<file path="config.mk">
export PLATFORM = sky130hd
export DESIGN_NAME = rsc_reset_ctrl
export DESIGN_NICKNAME = d
export VERILOG_FILES = /design/src/rsc_pkg.sv /design/src/rsc_reset_ctrl.sv /design/src/rsc_stretch.sv
export SDC_FILE = /design/constraint.sdc
export NUM_CORES = 1
export LEC_CHECK = 0
export ABC_AREA = 1
export BUFFER_PORTS_ARGS = -buffer_cell sky130_fd_sc_hd__buf_2
export CAP_MARGIN = 20
export CELL_PAD_IN_SITES_DETAIL_PLACEMENT = 0
export CELL_PAD_IN_SITES_GLOBAL_PLACEMENT = 1
export CORE_AREA = 2 2 139 141
export CTS_BUF_LIST = sky130_fd_sc_hd__clkbuf_2 sky130_fd_sc_hd__clkbuf_4 sky130_fd_sc_hd__clkbuf_8
export DETAILED_ROUTE_END_ITERATION = 16
export DIE_AREA = 0 0 141 143
export GPL_TIMING_DRIVEN = 0
export PLACE_DENSITY_LB_ADDON = 0.1
export SLEW_MARGIN = 20
export SYNTH_ARGS = -nofsm -noshare
export SYNTH_HDL_FRONTEND = slang
export SYNTH_SLANG_ARGS = --single-unit
</file>
<file path="constraint.sdc">
create_clock -name hclk -period 1.43 [get_ports hclk]
set_input_delay 0 -clock hclk [delete_from_list [all_inputs] [get_ports hclk]]
set_output_delay 0 -clock hclk [all_outputs]
set_load 0.05 [all_outputs]
</file>
<file path="src/rsc_pkg.sv">
`default_nettype none

package rsc_pkg;

	////////////////////////////////////////////////////////////////////////
	// Timing, clock period 5 ns
	localparam int unsigned CLK_PERIOD_PS = 5000;
	localparam int unsigned PS_PER_NS = 1000;
	localparam int unsigned FAULT_MIN_NS = 500;
	localparam int unsigned FAULT_MAX_NS = 1500;
	localparam int unsigned PIN_LOW_MIN_NS = 750;
	localparam int unsigned PIN_APPLY_MAX_NS = 1500;
	localparam int unsigned FAULT_MIN_CYC =
		(FAULT_MIN_NS * PS_PER_NS + CLK_PERIOD_PS - 1) / CLK_PERIOD_PS;
	localparam int unsigned FAULT_MAX_CYC = (FAULT_MAX_NS * PS_PER_NS) / CLK_PERIOD_PS;
	localparam int unsigned PIN_LOW_CYC =
		(PIN_LOW_MIN_NS * PS_PER_NS + CLK_PERIOD_PS - 1) / CLK_PERIOD_PS;
	localparam int unsigned PIN_APPLY_MAX_CYC = (PIN_APPLY_MAX_NS * PS_PER_NS) / CLK_PERIOD_PS;
	localparam int unsigned FAULT_DEF_CYC = 200;

	////////////////////////////////////////////////////////////////////////
	// Register offsets
	localparam logic [7:0] OFS_SYS_CTRL_TWO = 8'h00;
	localparam logic [7:0] OFS_WDOG_CTRL_ONE = 8'h04;
	localparam logic [7:0] OFS_RST_CAUSE = 8'h08;
	localparam logic [7:0] OFS_IRQ_CTRL = 8'h0C;
	localparam logic [7:0] OFS_IRQ_PEND = 8'h10;
	localparam logic [7:0] OFS_PRESCALER = 8'h14;
	localparam logic [7:0] OFS_VECTOR = 8'h18;

	////////////////////////////////////////////////////////////////////////
	// Field positions and reset values
	localparam int unsigned SC_HF_EN_BIT = 7;
	localparam int unsigned SC_LF_EN_BIT = 6;
	localparam int unsigned SC_CLK_SEL_BIT = 5;
	localparam int unsigned WC_RAM_TRAP_BIT = 0;
	localparam int unsigned WC_TRAP_IRQ_BIT = 1;
	localparam int unsigned WC_TRAP_SFR_BIT = 2;
	localparam int unsigned WC_TRAP_DBR_BIT = 3;
	localparam int unsigned WC_WDOG_EN_BIT = 4;
	localparam int unsigned CAUSE_PIN_BIT = 0;
	localparam int unsigned CAUSE_TRAP_BIT = 1;
	localparam int unsigned CAUSE_WDOG_BIT = 2;
	localparam int unsigned CAUSE_CLK_BIT = 3;
	localparam int unsigned CAUSE_TRAP_IRQ_BIT = 4;
	localparam int unsigned CAUSE_W = 5;
	localparam int unsigned IRQ_MASTER_BIT = 0;
	localparam int unsigned IRQ_EN_LSB = 8;
	localparam int unsigned IRQ_MAX = 16;
	localparam logic [7:0] SYS_CTRL_TWO_RST = 8'h80;
	localparam logic [4:0] WDOG_CTRL_ONE_RST = 5'h1D;

	////////////////////////////////////////////////////////////////////////
	// Vector and region map
	localparam logic [15:0] VEC_ADDR_LO = 16'hFFFE;
	localparam logic [15:0] VEC_ADDR_HI = 16'hFFFF;
	localparam logic [15:0] SFR_LO_DEF = 16'h0000;
	localparam logic [15:0] SFR_HI_DEF = 16'h003F;
	localparam logic [15:0] RAM_LO_DEF = 16'h0040;
	localparam logic [15:0] RAM_HI_DEF = 16'h083F;
	localparam logic [15:0] DBR_LO_DEF = 16'h0F80;
	localparam logic [15:0] DBR_HI_DEF = 16'h0FFF;

	////////////////////////////////////////////////////////////////////////
	// Types
	typedef enum logic [1:0] {
		RSC_ST_HOLD = 2'b00,
		RSC_ST_LO = 2'b01,
		RSC_ST_HI = 2'b10,
		RSC_ST_RUN = 2'b11
	} rsc_vec_state_t;

	typedef struct packed {
		logic hf_osc_en;
		logic lf_osc_en;
		logic clk_sel;
	} rsc_clk_ctrl_t;

	typedef struct packed {
		logic wdog_enable;
		logic trap_dbr_en;
		logic trap_sfr_en;
		logic trap_to_irq;
		logic ram_trap_select;
	} rsc_trap_cfg_t;

	typedef struct packed {
		logic en;
		logic [15:0] addr;
	} rsc_vec_rd_t;

endpackage

`default_nettype wire

</file>
<file path="src/rsc_reset_ctrl.sv">
// Behaviour
// Pin, address trap, watchdog or clock failure each resets the chip.
// Fault sources are not power-on defined; only the pin reset is guaranteed.
// Pin low at power-on reaches internal reset within 24 fc periods.
// Reset clears interrupt master enable, source enables and pending latches.
// Reset clears the prescaler and leaves the watchdog enabled.
// Reset leaves CPU state and RAM; control registers take reset values.
// Outside party holds pin low at least twelve fc periods.
// On release, fetch 16-bit vector from FFFE/FFFF and start there.
// Fetch from SPECIAL_FUNCTION_REGION or data buffer traps; RAM only if select bit set.
// Address trap reset lasts about 8 to 24 fc periods.
// Option picks trap reset or trap interrupt; trapped areas selectable.
// Reset on both oscillators off, or selected clock's oscillator off.
// Clock failure reset lasts about 8 to 24 fc periods.
// Clock select bit 5 picks low-frequency clock when one.
// Clearing bit 7 stops high-frequency oscillation.
// All sources merge into one synchronous reset held until the last ends.
//
// Decided for this implementation: the AHB-Lite register port and the register offsets.
`timescale 1ns/1ps
`default_nettype none

module rsc_reset_ctrl #(
	parameter int unsigned FAULT_CYC = rsc_pkg::FAULT_DEF_CYC,
	parameter int unsigned IRQ_N = 8,
	parameter int unsigned PRESCALE_W = 16,
	parameter logic [15:0] SFR_LO = rsc_pkg::SFR_LO_DEF,
	parameter logic [15:0] SFR_HI = rsc_pkg::SFR_HI_DEF,
	parameter logic [15:0] RAM_LO = rsc_pkg::RAM_LO_DEF,
	parameter logic [15:0] RAM_HI = rsc_pkg::RAM_HI_DEF,
	parameter logic [15:0] DBR_LO = rsc_pkg::DBR_LO_DEF,
	parameter logic [15:0] DBR_HI = rsc_pkg::DBR_HI_DEF
) (
	input wire logic hclk,
	input wire logic hresetn,
	input wire logic hsel,
	input wire logic [31:0] haddr,
	input wire logic [1:0] htrans,
	input wire logic hwrite,
	input wire logic [2:0] hsize,
	input wire logic [31:0] hwdata,
	input wire logic hready,
	output logic hreadyout,
	output logic hresp,
	output logic [31:0] hrdata,
	input wire logic rst_pin_n,
	input wire logic wdog_reset,
	input wire logic fetch_valid,
	input wire logic [15:0] fetch_addr,
	input wire logic [IRQ_N-1:0] irq_req,
	input wire logic [7:0] vec_rd_data,
	output rsc_pkg::rsc_vec_rd_t vec_rd,
	output logic sys_reset,
	output logic cpu_start,
	output logic [15:0] start_addr,
	output logic trap_irq,
	output logic irq_active,
	output rsc_pkg::rsc_clk_ctrl_t clk_ctrl,
	output logic wdog_enable,
	output logic [PRESCALE_W-1:0] prescaler
);

	if (FAULT_CYC < rsc_pkg::FAULT_MIN_CYC || FAULT_CYC > rsc_pkg::FAULT_MAX_CYC) begin : g_bad_fault
		$error("rsc_reset_ctrl: FAULT_CYC outside the allowed reset span");
	end
	if (IRQ_N < 1 || IRQ_N > rsc_pkg::IRQ_MAX) begin : g_bad_irq
		$error("rsc_reset_ctrl: IRQ_N must be 1 to 16");
	end
	if (PRESCALE_W < 1 || PRESCALE_W > 32) begin : g_bad_pre
		$error("rsc_reset_ctrl: PRESCALE_W must be 1 to 32");
	end

	localparam int unsigned PIN_W = $clog2(rsc_pkg::PIN_LOW_CYC + 1);
	localparam logic [PIN_W-1:0] PIN_LOW_C = PIN_W'(rsc_pkg::PIN_LOW_CYC);

	function automatic logic in_range(input logic [15:0] a, input logic [15:0] lo,
		input logic [15:0] hi);
		in_range = (a >= lo) && (a <= hi);
	endfunction

	rsc_pkg::rsc_clk_ctrl_t sys_ctrl_two_q;
	rsc_pkg::rsc_trap_cfg_t wdog_ctrl_one_q;
	rsc_pkg::rsc_vec_state_t vec_state_q;
	logic [PIN_W-1:0] pin_low_cnt_q;
	logic sys_reset_q;
	logic pin_rst;
	logic run;
	logic trap_hit;
	logic trap_rst_ev;
	logic clk_illegal;
	logic fault_busy;
	logic clk_busy;
	logic reset_req;
	logic trap_irq_q;
	logic [rsc_pkg::CAUSE_W-1:0] cause_q;
	logic [rsc_pkg::CAUSE_W-1:0] cause_set;
	logic irq_master_enable_q;
	logic [IRQ_N-1:0] irq_source_enables_q;
	logic [IRQ_N-1:0] irq_pending_latches_q;
	logic irq_active_q;
	logic [PRESCALE_W-1:0] prescaler_q;
	logic [7:0] vec_lo_q;
	logic vec_load_q;
	logic cpu_start_q;
	logic [15:0] start_addr_q;
	logic take;
	logic wr_pend_q;
	logic [7:0] wr_ofs_q;
	logic [31:0] hrdata_q;
	logic [31:0] rd_mux;

	////////////////////////////////////////////////////////////////////////
	// Reset sources

	// Pin must stay low a full filter span before it applies reset
	always_ff @(posedge hclk or negedge hresetn) begin
		if (!hresetn) begin
			pin_low_cnt_q <= '0;
		end else if (rst_pin_n) begin
			pin_low_cnt_q <= '0;
		end else if (pin_low_cnt_q != PIN_LOW_C) begin
			pin_low_cnt_q <= pin_low_cnt_q + 1'b1;
		end
	end
	assign pin_rst = (pin_low_cnt_q == PIN_LOW_C);

	assign run = (vec_state_q == rsc_pkg::RSC_ST_RUN);
	assign trap_hit = run && fetch_valid && (
		(wdog_ctrl_one_q.trap_sfr_en && in_range(fetch_addr, SFR_LO, SFR_HI)) ||
		(wdog_ctrl_one_q.trap_dbr_en && in_range(fetch_addr, DBR_LO, DBR_HI)) ||
		(wdog_ctrl_one_q.ram_trap_select && in_range(fetch_addr, RAM_LO, RAM_HI)));
	assign trap_rst_ev = trap_hit && !wdog_ctrl_one_q.trap_to_irq;

	// Selected clock or both oscillators stopped would deadlock the core
	assign clk_illegal = (!sys_ctrl_two_q.hf_osc_en && !sys_ctrl_two_q.lf_osc_en) ||
		(!sys_ctrl_two_q.hf_osc_en && !sys_ctrl_two_q.clk_sel) ||
		(!sys_ctrl_two_q.lf_osc_en && sys_ctrl_two_q.clk_sel);

	// Fault stretchers start empty only because flops need a reset value
	rsc_stretch #(.LEN(FAULT_CYC)) u_fault_stretch (
		.hclk(hclk),
		.hresetn(hresetn),
		.load(trap_rst_ev || wdog_reset), // see
		.busy(fault_busy)
	);

	rsc_stretch #(.LEN(FAULT_CYC)) u_clk_stretch (
		.hclk(hclk),
		.hresetn(hresetn),
		.load(clk_illegal),
		.busy(clk_busy)
	);

	assign reset_req = pin_rst || fault_busy || clk_busy;

	always_ff @(posedge hclk or negedge hresetn) begin
		if (!hresetn) begin
			sys_reset_q <= 1'b1;
		end else begin
			sys_reset_q <= reset_req;
		end
	end

	always_ff @(posedge hclk or negedge hresetn) begin
		if (!hresetn) begin
			trap_irq_q <= 1'b0;
		end else begin
			trap_irq_q <= trap_hit && wdog_ctrl_one_q.trap_to_irq;
		end
	end

	////////////////////////////////////////////////////////////////////////
	// Sticky cause record, kept across internal resets

	always_comb begin
		cause_set = '0;
		cause_set[rsc_pkg::CAUSE_PIN_BIT] = pin_rst;
		cause_set[rsc_pkg::CAUSE_TRAP_BIT] = trap_rst_ev;
		cause_set[rsc_pkg::CAUSE_WDOG_BIT] = wdog_reset;
		cause_set[rsc_pkg::CAUSE_CLK_BIT] = clk_illegal;
		cause_set[rsc_pkg::CAUSE_TRAP_IRQ_BIT] = trap_hit && wdog_ctrl_one_q.trap_to_irq;
	end

	always_ff @(posedge hclk or negedge hresetn) begin
		if (!hresetn) begin
			cause_q <= '0;
		end else if (wr_pend_q && wr_ofs_q == rsc_pkg::OFS_RST_CAUSE) begin
			cause_q <= (cause_q & ~hwdata[rsc_pkg::CAUSE_W-1:0]) | cause_set;
		end else begin
			cause_q <= cause_q | cause_set;
		end
	end

	////////////////////////////////////////////////////////////////////////
	// Control registers

	always_ff @(posedge hclk or negedge hresetn) begin
		if (!hresetn) begin
			sys_ctrl_two_q <= rsc_pkg::SYS_CTRL_TWO_RST[rsc_pkg::SC_HF_EN_BIT -: 3];
		end else if (sys_reset_q) begin
			sys_ctrl_two_q <= rsc_pkg::SYS_CTRL_TWO_RST[rsc_pkg::SC_HF_EN_BIT -: 3];
		end else if (wr_pend_q && wr_ofs_q == rsc_pkg::OFS_SYS_CTRL_TWO) begin
			sys_ctrl_two_q.hf_osc_en <= hwdata[rsc_pkg::SC_HF_EN_BIT];
			sys_ctrl_two_q.lf_osc_en <= hwdata[rsc_pkg::SC_LF_EN_BIT];
			sys_ctrl_two_q.clk_sel <= hwdata[rsc_pkg::SC_CLK_SEL_BIT];
		end
	end

	always_ff @(posedge hclk or negedge hresetn) begin
		if (!hresetn) begin
			wdog_ctrl_one_q <= rsc_pkg::WDOG_CTRL_ONE_RST;
		end else if (sys_reset_q) begin
			wdog_ctrl_one_q <= rsc_pkg::WDOG_CTRL_ONE_RST; // see
		end else if (wr_pend_q && wr_ofs_q == rsc_pkg::OFS_WDOG_CTRL_ONE) begin
			wdog_ctrl_one_q <= hwdata[rsc_pkg::WC_WDOG_EN_BIT:rsc_pkg::WC_RAM_TRAP_BIT];
		end
	end

	////////////////////////////////////////////////////////////////////////
	// Interrupt state and timing generator

	always_ff @(posedge hclk or negedge hresetn) begin
		if (!hresetn) begin
			irq_master_enable_q <= 1'b0;
			irq_source_enables_q <= '0;
		end else if (sys_reset_q) begin
			irq_master_enable_q <= 1'b0;
			irq_source_enables_q <= '0;
		end else if (wr_pend_q && wr_ofs_q == rsc_pkg::OFS_IRQ_CTRL) begin
			irq_master_enable_q <= hwdata[rsc_pkg::IRQ_MASTER_BIT];
			irq_source_enables_q <= hwdata[rsc_pkg::IRQ_EN_LSB +: IRQ_N];
		end
	end

	always_ff @(posedge hclk or negedge hresetn) begin
		if (!hresetn) begin
			irq_pending_latches_q <= '0;
		end else if (sys_reset_q) begin
			irq_pending_latches_q <= '0;
		end else if (wr_pend_q && wr_ofs_q == rsc_pkg::OFS_IRQ_PEND) begin
			irq_pending_latches_q <= (irq_pending_latches_q & ~hwdata[IRQ_N-1:0]) | irq_req;
		end else begin
			irq_pending_latches_q <= irq_pending_latches_q | irq_req;
		end
	end

	always_ff @(posedge hclk or negedge hresetn) begin
		if (!hresetn) begin
			irq_active_q <= 1'b0;
		end else begin
			irq_active_q <= !sys_reset_q && irq_master_enable_q &&
				|(irq_pending_latches_q & irq_source_enables_q);
		end
	end

	always_ff @(posedge hclk or negedge hresetn) begin
		if (!hresetn) begin
			prescaler_q <= '0;
		end else if (sys_reset_q) begin
			prescaler_q <= '0;
		end else begin
			prescaler_q <= prescaler_q + 1'b1;
		end
	end

	////////////////////////////////////////////////////////////////////////
	// Reset vector fetch after release

	always_ff @(posedge hclk or negedge hresetn) begin
		if (!hresetn) begin
			vec_state_q <= rsc_pkg::RSC_ST_HOLD;
		end else if (sys_reset_q) begin
			vec_state_q <= rsc_pkg::RSC_ST_HOLD;
		end else begin
			unique case (vec_state_q)
				rsc_pkg::RSC_ST_HOLD: vec_state_q <= rsc_pkg::RSC_ST_LO;
				rsc_pkg::RSC_ST_LO: vec_state_q <= rsc_pkg::RSC_ST_HI;
				rsc_pkg::RSC_ST_HI: vec_state_q <= rsc_pkg::RSC_ST_RUN;
				rsc_pkg::RSC_ST_RUN: vec_state_q <= rsc_pkg::RSC_ST_RUN;
			endcase
		end
	end

	// Read data arrives one cycle after each request
	always_ff @(posedge hclk or negedge hresetn) begin
		if (!hresetn) begin
			vec_lo_q <= 8'h00;
			vec_load_q <= 1'b0;
			cpu_start_q <= 1'b0;
			start_addr_q <= 16'h0000;
		end else begin
			vec_load_q <= !sys_reset_q && vec_state_q == rsc_pkg::RSC_ST_HI;
			cpu_start_q <= !sys_reset_q && vec_load_q;
			if (vec_state_q == rsc_pkg::RSC_ST_HI) begin
				vec_lo_q <= vec_rd_data;
			end
			if (vec_load_q) begin
				start_addr_q <= {vec_rd_data, vec_lo_q};
			end
		end
	end

	assign vec_rd.en = (vec_state_q == rsc_pkg::RSC_ST_LO) || (vec_state_q == rsc_pkg::RSC_ST_HI);
	assign vec_rd.addr = (vec_state_q == rsc_pkg::RSC_ST_HI) ? rsc_pkg::VEC_ADDR_HI :
		rsc_pkg::VEC_ADDR_LO;

	////////////////////////////////////////////////////////////////////////
	// AHB-Lite slave, zero wait states

	assign take = hsel && hready && htrans[1];

	always_comb begin
		rd_mux = 32'h0000_0000;
		unique case (haddr[7:0])
			rsc_pkg::OFS_SYS_CTRL_TWO: rd_mux[rsc_pkg::SC_HF_EN_BIT -: 3] = sys_ctrl_two_q;
			rsc_pkg::OFS_WDOG_CTRL_ONE: rd_mux[rsc_pkg::WC_WDOG_EN_BIT:0] = wdog_ctrl_one_q;
			rsc_pkg::OFS_RST_CAUSE: rd_mux[rsc_pkg::CAUSE_W-1:0] = cause_q;
			rsc_pkg::OFS_IRQ_CTRL: begin
				rd_mux[rsc_pkg::IRQ_MASTER_BIT] = irq_master_enable_q;
				rd_mux[rsc_pkg::IRQ_EN_LSB +: IRQ_N] = irq_source_enables_q;
			end
			rsc_pkg::OFS_IRQ_PEND: rd_mux[IRQ_N-1:0] = irq_pending_latches_q;
			rsc_pkg::OFS_PRESCALER: rd_mux[PRESCALE_W-1:0] = prescaler_q;
			rsc_pkg::OFS_VECTOR: rd_mux[15:0] = start_addr_q;
			default: rd_mux = 32'h0000_0000;
		endcase
	end

	always_ff @(posedge hclk or negedge hresetn) begin
		if (!hresetn) begin
			wr_pend_q <= 1'b0;
			wr_ofs_q <= 8'h00;
			hrdata_q <= 32'h0000_0000;
		end else begin
			wr_pend_q <= take && hwrite;
			if (take) begin
				wr_ofs_q <= haddr[7:0];
			end
			hrdata_q <= (take && !hwrite) ? rd_mux : 32'h0000_0000;
		end
	end

	assign hreadyout = 1'b1;
	assign hresp = 1'b0;
	assign hrdata = hrdata_q;

	assign sys_reset = sys_reset_q;
	assign cpu_start = cpu_start_q;
	assign start_addr = start_addr_q;
	assign trap_irq = trap_irq_q;
	assign irq_active = irq_active_q;
	assign clk_ctrl = sys_ctrl_two_q;
	assign wdog_enable = wdog_ctrl_one_q.wdog_enable;
	assign prescaler = prescaler_q;
endmodule // rsc_reset_ctrl

`default_nettype wire

</file>
<file path="src/rsc_stretch.sv">
`timescale 1ns/1ps
`default_nettype none

module rsc_stretch #(
	parameter int unsigned LEN = 200
) (
	input wire logic hclk,
	input wire logic hresetn,
	input wire logic load,
	output logic busy
);

	localparam int unsigned CW = $clog2(LEN + 1);
	localparam logic [CW-1:0] LEN_C = CW'(LEN);

	if (LEN < 1) begin : g_bad_len
		$error("rsc_stretch: LEN must be at least one");
	end

	logic [CW-1:0] cnt_q;

	// Reload on every event so the longest request wins
	always_ff @(posedge hclk or negedge hresetn) begin
		if (!hresetn) begin
			cnt_q <= '0;
		end else if (load) begin
			cnt_q <= LEN_C;
		end else if (cnt_q != '0) begin
			cnt_q <= cnt_q - 1'b1;
		end
	end

	assign busy = (cnt_q != '0);
endmodule // rsc_stretch

`default_nettype wire

</file>
# Word level (Yosys, flattened, before mapping)
# Index checks and enable logic that the tools add are counted.
# classes
n_addsub	4
n_lt_le_gt_ge	6
reduce_logical	53
n_eq_ne	15
muxes	26
n_bitwise	9
# ops
op	n
$mux 8	10
$eq 8x4->1 const B	4
$eq 8x5->1 const B	4
$le 16x12->1 const B	2
$mux 16	2
$logic_and 1x1->1	26
$pmux 8 s3	1
$pmux 4 s5	1
$add 16x1->16 const B	1
$and 8x8->8	2
$eq 8x3->1 const B	2
$ge 16x1->1 const B	1
$ge 16x12->1 const B	1
$ge 16x7->1 const B	1
$le 16x6->1 const B	1
$logic_not 8->1	2
$or 8x8->8	2
$reduce_bool 8->1	2
$sub 8x1->8 const B	2
$mux 5	3
$pmux 3 s4	1
$reduce_bool 2->1	6
$or 5x5->5	2
$add 8x1->8 const B	1
17 further kinds	33
# word_totals
input_bits	109
out_inout_bits	91
register_bits	126

# Depth between registers and ports, before layout
# depth
word_depth	9
mapped_depth	9
ltp_nobuf	9

# Hierarchy
# From an unflattened synthesis, not the netlist that was laid out.
# hier_totals
hier_cells	831
hier_area_um2	6580.1
# by_module_without_submodules
mod	area_per_inst_um2	cells_each	seq_area_each_um2	n_inst
rsc_reset_ctrl	5606.6	697	2760.1	1
rsc_stretch	486.7	67	200.2	2

# Least setup slack after synthesis
# OpenSTA, ideal clock, no wires.
# synth_timing
path_kind	flip-flop to flip-flop
from	register vec_state_q[0]
to	register vec_lo_q[0]
path_slack_ns	-0.274
required_time_ns	1.312
n_path_buf	1
t_arrival_ns	1.587
path_stages_with_launch	7
cell_sequence	dfrtp_1 > inv_1 > ha_1 > clkbuf_1 > clkinv_1 > nand2_1 > nand2_1
# synth_between
elab_chain_cells	1
# synth_rtl
item	line_no	rtl
start, declared	rsc_reset_ctrl.sv:83	rsc_pkg::rsc_vec_state_t vec_state_q;
start signal, assigned	rsc_reset_ctrl.sv:271	vec_state_q <= rsc_pkg::RSC_ST_HOLD;
start signal, assigned	rsc_reset_ctrl.sv:273	vec_state_q <= rsc_pkg::RSC_ST_HOLD;
start signal, assigned	rsc_reset_ctrl.sv:276	rsc_pkg::RSC_ST_HOLD: vec_state_q <= rsc_pkg::RSC_ST_LO;
$eq 2x2->1	rsc_reset_ctrl.sv:294	if (vec_state_q == rsc_pkg::RSC_ST_HI) begin
end signal, assigned	rsc_reset_ctrl.sv:295	vec_lo_q <= vec_rd_data;
end, declared	rsc_reset_ctrl.sv:102	logic [7:0] vec_lo_q;
# No other way between the ends.
# A chain may end at the register's enable or synchronous reset.

# Worst setup path in the final report
# layout_timing
from	register vec_state_q[0]
to	register u_fault_stretch.cnt_q[0]
# layout_between
elab_chain_cells	6
elab_cells_between_ends	7
# layout_rtl
item	line_no	rtl
$eq 2x2->1 *	rsc_reset_ctrl.sv:127	assign run = (vec_state_q == rsc_pkg::RSC_ST_RUN);
$logic_and 1x1->1 * (2 in a row)	rsc_reset_ctrl.sv:128	assign trap_hit = run && fetch_valid && (
$logic_and 1x1->1 *	rsc_reset_ctrl.sv:132	assign trap_rst_ev = trap_hit && !wdog_ctrl_one_q.trap_to_irq;
$logic_or 1x1->1 *	rsc_reset_ctrl.sv:143	.load(trap_rst_ev || wdog_reset),
$mux 8 or $reduce_bool 2->1 (tied branches)	n/a	
end signal, assigned	rsc_stretch.sv:29	cnt_q <= cnt_q - 1'b1;
end, declared	rsc_stretch.sv:20	logic [CW-1:0] cnt_q;
# Every way passes the cells marked *; elsewhere a longest branch is shown, timed or not.

==> impl_summary.log <==
[metrics] run status: finished with violations
[metrics] violations in the final reports: negative setup slack
[metrics] largest cells by area after synthesis: dfrtp_1 (47%), nand2_1 (11%), nand3_1 (5.4%)
[metrics] Crit Path Class: reg2reg
[metrics] area enclosed by the die boundary: 0.0202 mm²
[metrics] H-Tree Depth: 4
[metrics] Filler Cell Count: 1,905
[metrics] sink count of the clock tree: 126
[metrics] share of the synthesized area in the top cell type: 0.465
[metrics] Buffers on Ports: 116
[metrics] RSZ-0062 raised after global routing: true
[metrics] clock-pin transition on the worst setup and hold timing paths: 0.08 ns
[metrics] wire length of the first global-routing pass: 30,100 µm
[metrics] Maximum Capacitance Violations: 0
[metrics] endpoints failing setup: 15
[metrics] launch instance of the worst register-to-register path: vec_state_q[0]
[metrics] global placer's final weighted congestion: 0.813
[metrics] DR vias/cell: 4.62
[metrics] Post-route DRC: 0
[metrics] maximum fanout count along the critical path: 5
[metrics] I/O Pins: 200
[metrics] pin count of the biggest net entering global routing: 79
[metrics] GRT overflow: 0
[metrics] Chip Height: 143 µm
[metrics] CP Data Arrival Time: 1.84 ns
[metrics] Row Count: 50
[metrics] fraction of final layout cells with drive strength greater than 1: 0.319
[metrics] count of flip-flops with a built-in enable after synthesis: 0
[metrics] most common cell after layout, fill and taps aside: nand2_1
[metrics] predominant post-synthesis flop cell: dfrtp_1
[metrics] core box area: 0.0186 mm²
[metrics] HPWL after DPL: 14,300 µm
[metrics] horizontal die dimension: 141 µm
[metrics] CP Capture Type: flip-flop
[metrics] 1st-iter DRT viols: 250
[metrics] CTS tree: yes
[metrics] clock latency reported for the late side of the worst-skew pair: 0.45 ns
[metrics] Synth warnings: 0
[metrics] total number of nets in the final design: 1,163
[metrics] Core Util, Final: 0.485
[metrics] met2 usage: 0.321
[metrics] post-layout worst setup margin: -0.0772 ns
[metrics] Worst Hold Margin: 0.0370 ns
[metrics] shortest clock period the worst path allows after layout: 1.51 ns
[metrics] Routed WL per cell: 15.2 µm
[metrics] post-synthesis async set-or-reset flop share: 1.00
[metrics] commonest cells after routing, fill and taps aside: nand2_1 (184), buf_2 (113), dfrtp_1 (108), nor2_1 (77), inv_1 (72)
[metrics] routing usage on met3: 0.0416
[metrics] post-synthesis cell area: 0.00645 mm²
[metrics] R2R Setup Slk: -0.08 ns
[metrics] setup TNS after final layout: -0.713 ns
[metrics] cell accounting for the most synthesized area: dfrtp_1
[metrics] Clock Tree Buf Depth: 2
[metrics] fraction of the yosys area taken by sequential cells: 0.490
[metrics] Final Max Tran Viols: 0
[metrics] HP Class: in2async
[metrics] area occupied by registers: 0.00318 mm²
[metrics] LEAKAGE: 0.00441 µW
[metrics] via count of the first global-routing pass: 5,611
[metrics] count of mapped cells out of synthesis: 802
[metrics] count of different cell masters after synthesis: 39
[metrics] number of buffers added by the clock tree synthesis step: 17
[metrics] final hold vios: 0
[metrics] VDD IR-drop max: 596 µV
[metrics] layer with the highest usage: met2
[metrics] number of antenna violations at the first check in global routing: 0
[metrics] total inserted antenna cells: 0
[metrics] max frequency: 0.663 GHz
[metrics] power density of the placed cells: 1010 mW/mm²
[metrics] number of synthesized register bits: 126
[metrics] synthesis-to-layout area growth: 39.6%
[metrics] average cell area after synthesis: 8.05 µm²
[metrics] DRT Pass-1 Iters: 5
[metrics] final period utilization: 1.05
[metrics] Critical Path Start Type: flip-flop
[metrics] Via Count: 5,975
[metrics] initial cell density of the core: 0.347
[metrics] Post-Route Skew: 0.00730 ns
[metrics] global-route usage over all layers: 0.195
[metrics] number of routed nets with antenna violations: 0
[metrics] root buffer cell: clkbuf_8
[metrics] worst r2r path cells: 7
[metrics] GRT met1 Usage: 0.265
[metrics] Reg-to-Reg End: u_fault_stretch.cnt_q[0]
[metrics] area taken by multi-input logic gates: 0.00304 mm²
[metrics] total detailed-routing wirelength: 19,600 µm
[metrics] Crit path required time: 1.77 ns
per-layer routing:
layer  vias to the layer above  wire [µm]
li1                       3010          -
met1                      2836       9310
met2                       117       9410
met3                        12        705
met4                         0        162
met5                         -          0
registers in the layout, indices dropped and copies added (netlist names), 8 cells and up:
name                   flops
hrdata                    16
prescaler                 16
start_addr                16
irq_pending_latches_q      8
irq_source_enables_q       8
pin_low_cnt_q              8
u_clk_stretch.cnt_q        8
u_fault_stretch.cnt_q      8
vec_lo_q                   8
wr_ofs_q                   8
worst max path at each step:
stage                        start                       end  slack [ns]
floorplan            prescaler[10]             prescaler[15]        0.02
global placement           hresetn              prescaler[1]       -1.71
detailed placement  vec_state_q[1]  u_fault_stretch.cnt_q[5]       -0.32
CTS                 vec_state_q[0]  u_fault_stretch.cnt_q[0]       -0.13
global route        vec_state_q[0]  u_fault_stretch.cnt_q[4]       -0.21
finish              vec_state_q[0]  u_fault_stretch.cnt_q[0]       -0.08
worst max-delay path, cell delays in order, from the launching register on:
cell,delay [ns]
dfrtp_1,0.36
ha_2,0.18
nand2_2,0.06
nand3b_1,0.19
nor2_2,0.14
nand4_1,0.20
nand2_2,0.19
nor2_1,0.06
timing repair:
item | 4_1_cts | 5_1_grt
hold buffers | 44 | 0
buffers inserted | 13 | 16
endpoints found under the hold margin | 210 | 0
pin swaps | 8 | 25
gates cloned | 1 | 2
resized for setup | 29 | 64
endpoints found under the setup margin | 66 | 85
cell type report:
| type | count | area share |
|---|---|---|
| Sequential cell | 126 | 0.352 |
| Tap cell | 234 | 0.0325 |
| Clock buffer | 22 | 0.0315 |
| Buffer | 49 | 0.0389 |
| Timing Repair Buffer | 191 | 0.150 |
| Clock inverter | 10 | 0.0179 |
| Inverter | 94 | 0.0397 |
| Multi-Input combinational cell | 566 | 0.337 |
per-stage QoR:
step	std cells	instance area, µm²	worst slack, ns	power [µW]
5_1_grt	1292	9010	-0.210	9570
3_5_place_dp	1184	7530	-0.316	5150
3_3_place_gp	1183	7490	-1.71	5120
2_1_floorplan	833	6620	0.0203	4800
6_report	1292	9010	-0.0772	9100
4_1_cts	1274	8640	-0.133	8990
logic make-up after synthesis:
logic type / count (synthesis) / synth area share
DFF: 126 / 0.490
AOI/OAI and AO/OA: 100 / 0.0816
xor gates and xnor gates: 11 / 0.0149
adders and majority gates: 9 / 0.0174
buffers and inverters: 143 / 0.106
other: 2 / 0.00116
and+or+nand+nor: 411 / 0.289
Yosys cell counts, types with 5 or more instances:
cell type and count:
a21oi_1 30, buf_4 36, clkbuf_1 8, dfrtp_1 120
dfstp_2 6, ha_1 9, inv_1 80, inv_2 13
nand2_1 191, nand2_2 5, nand3_1 69, nand4_1 16
nor2_1 84, nor2_2 6, nor3_1 19, o21ai_0 45
o21ai_1 17, xor2_1 9
power by group:
part           internal [µW]  switching [µW]  leakage, µW  total [µW]
registers               3750             188      0.00157        3940
logic                    730             908      0.00261        1640
clock network           2050            1480     0.000219        3530
total                   6530            2570      0.00441        9100
Note: power is estimated with default switching activity, not from simulation.
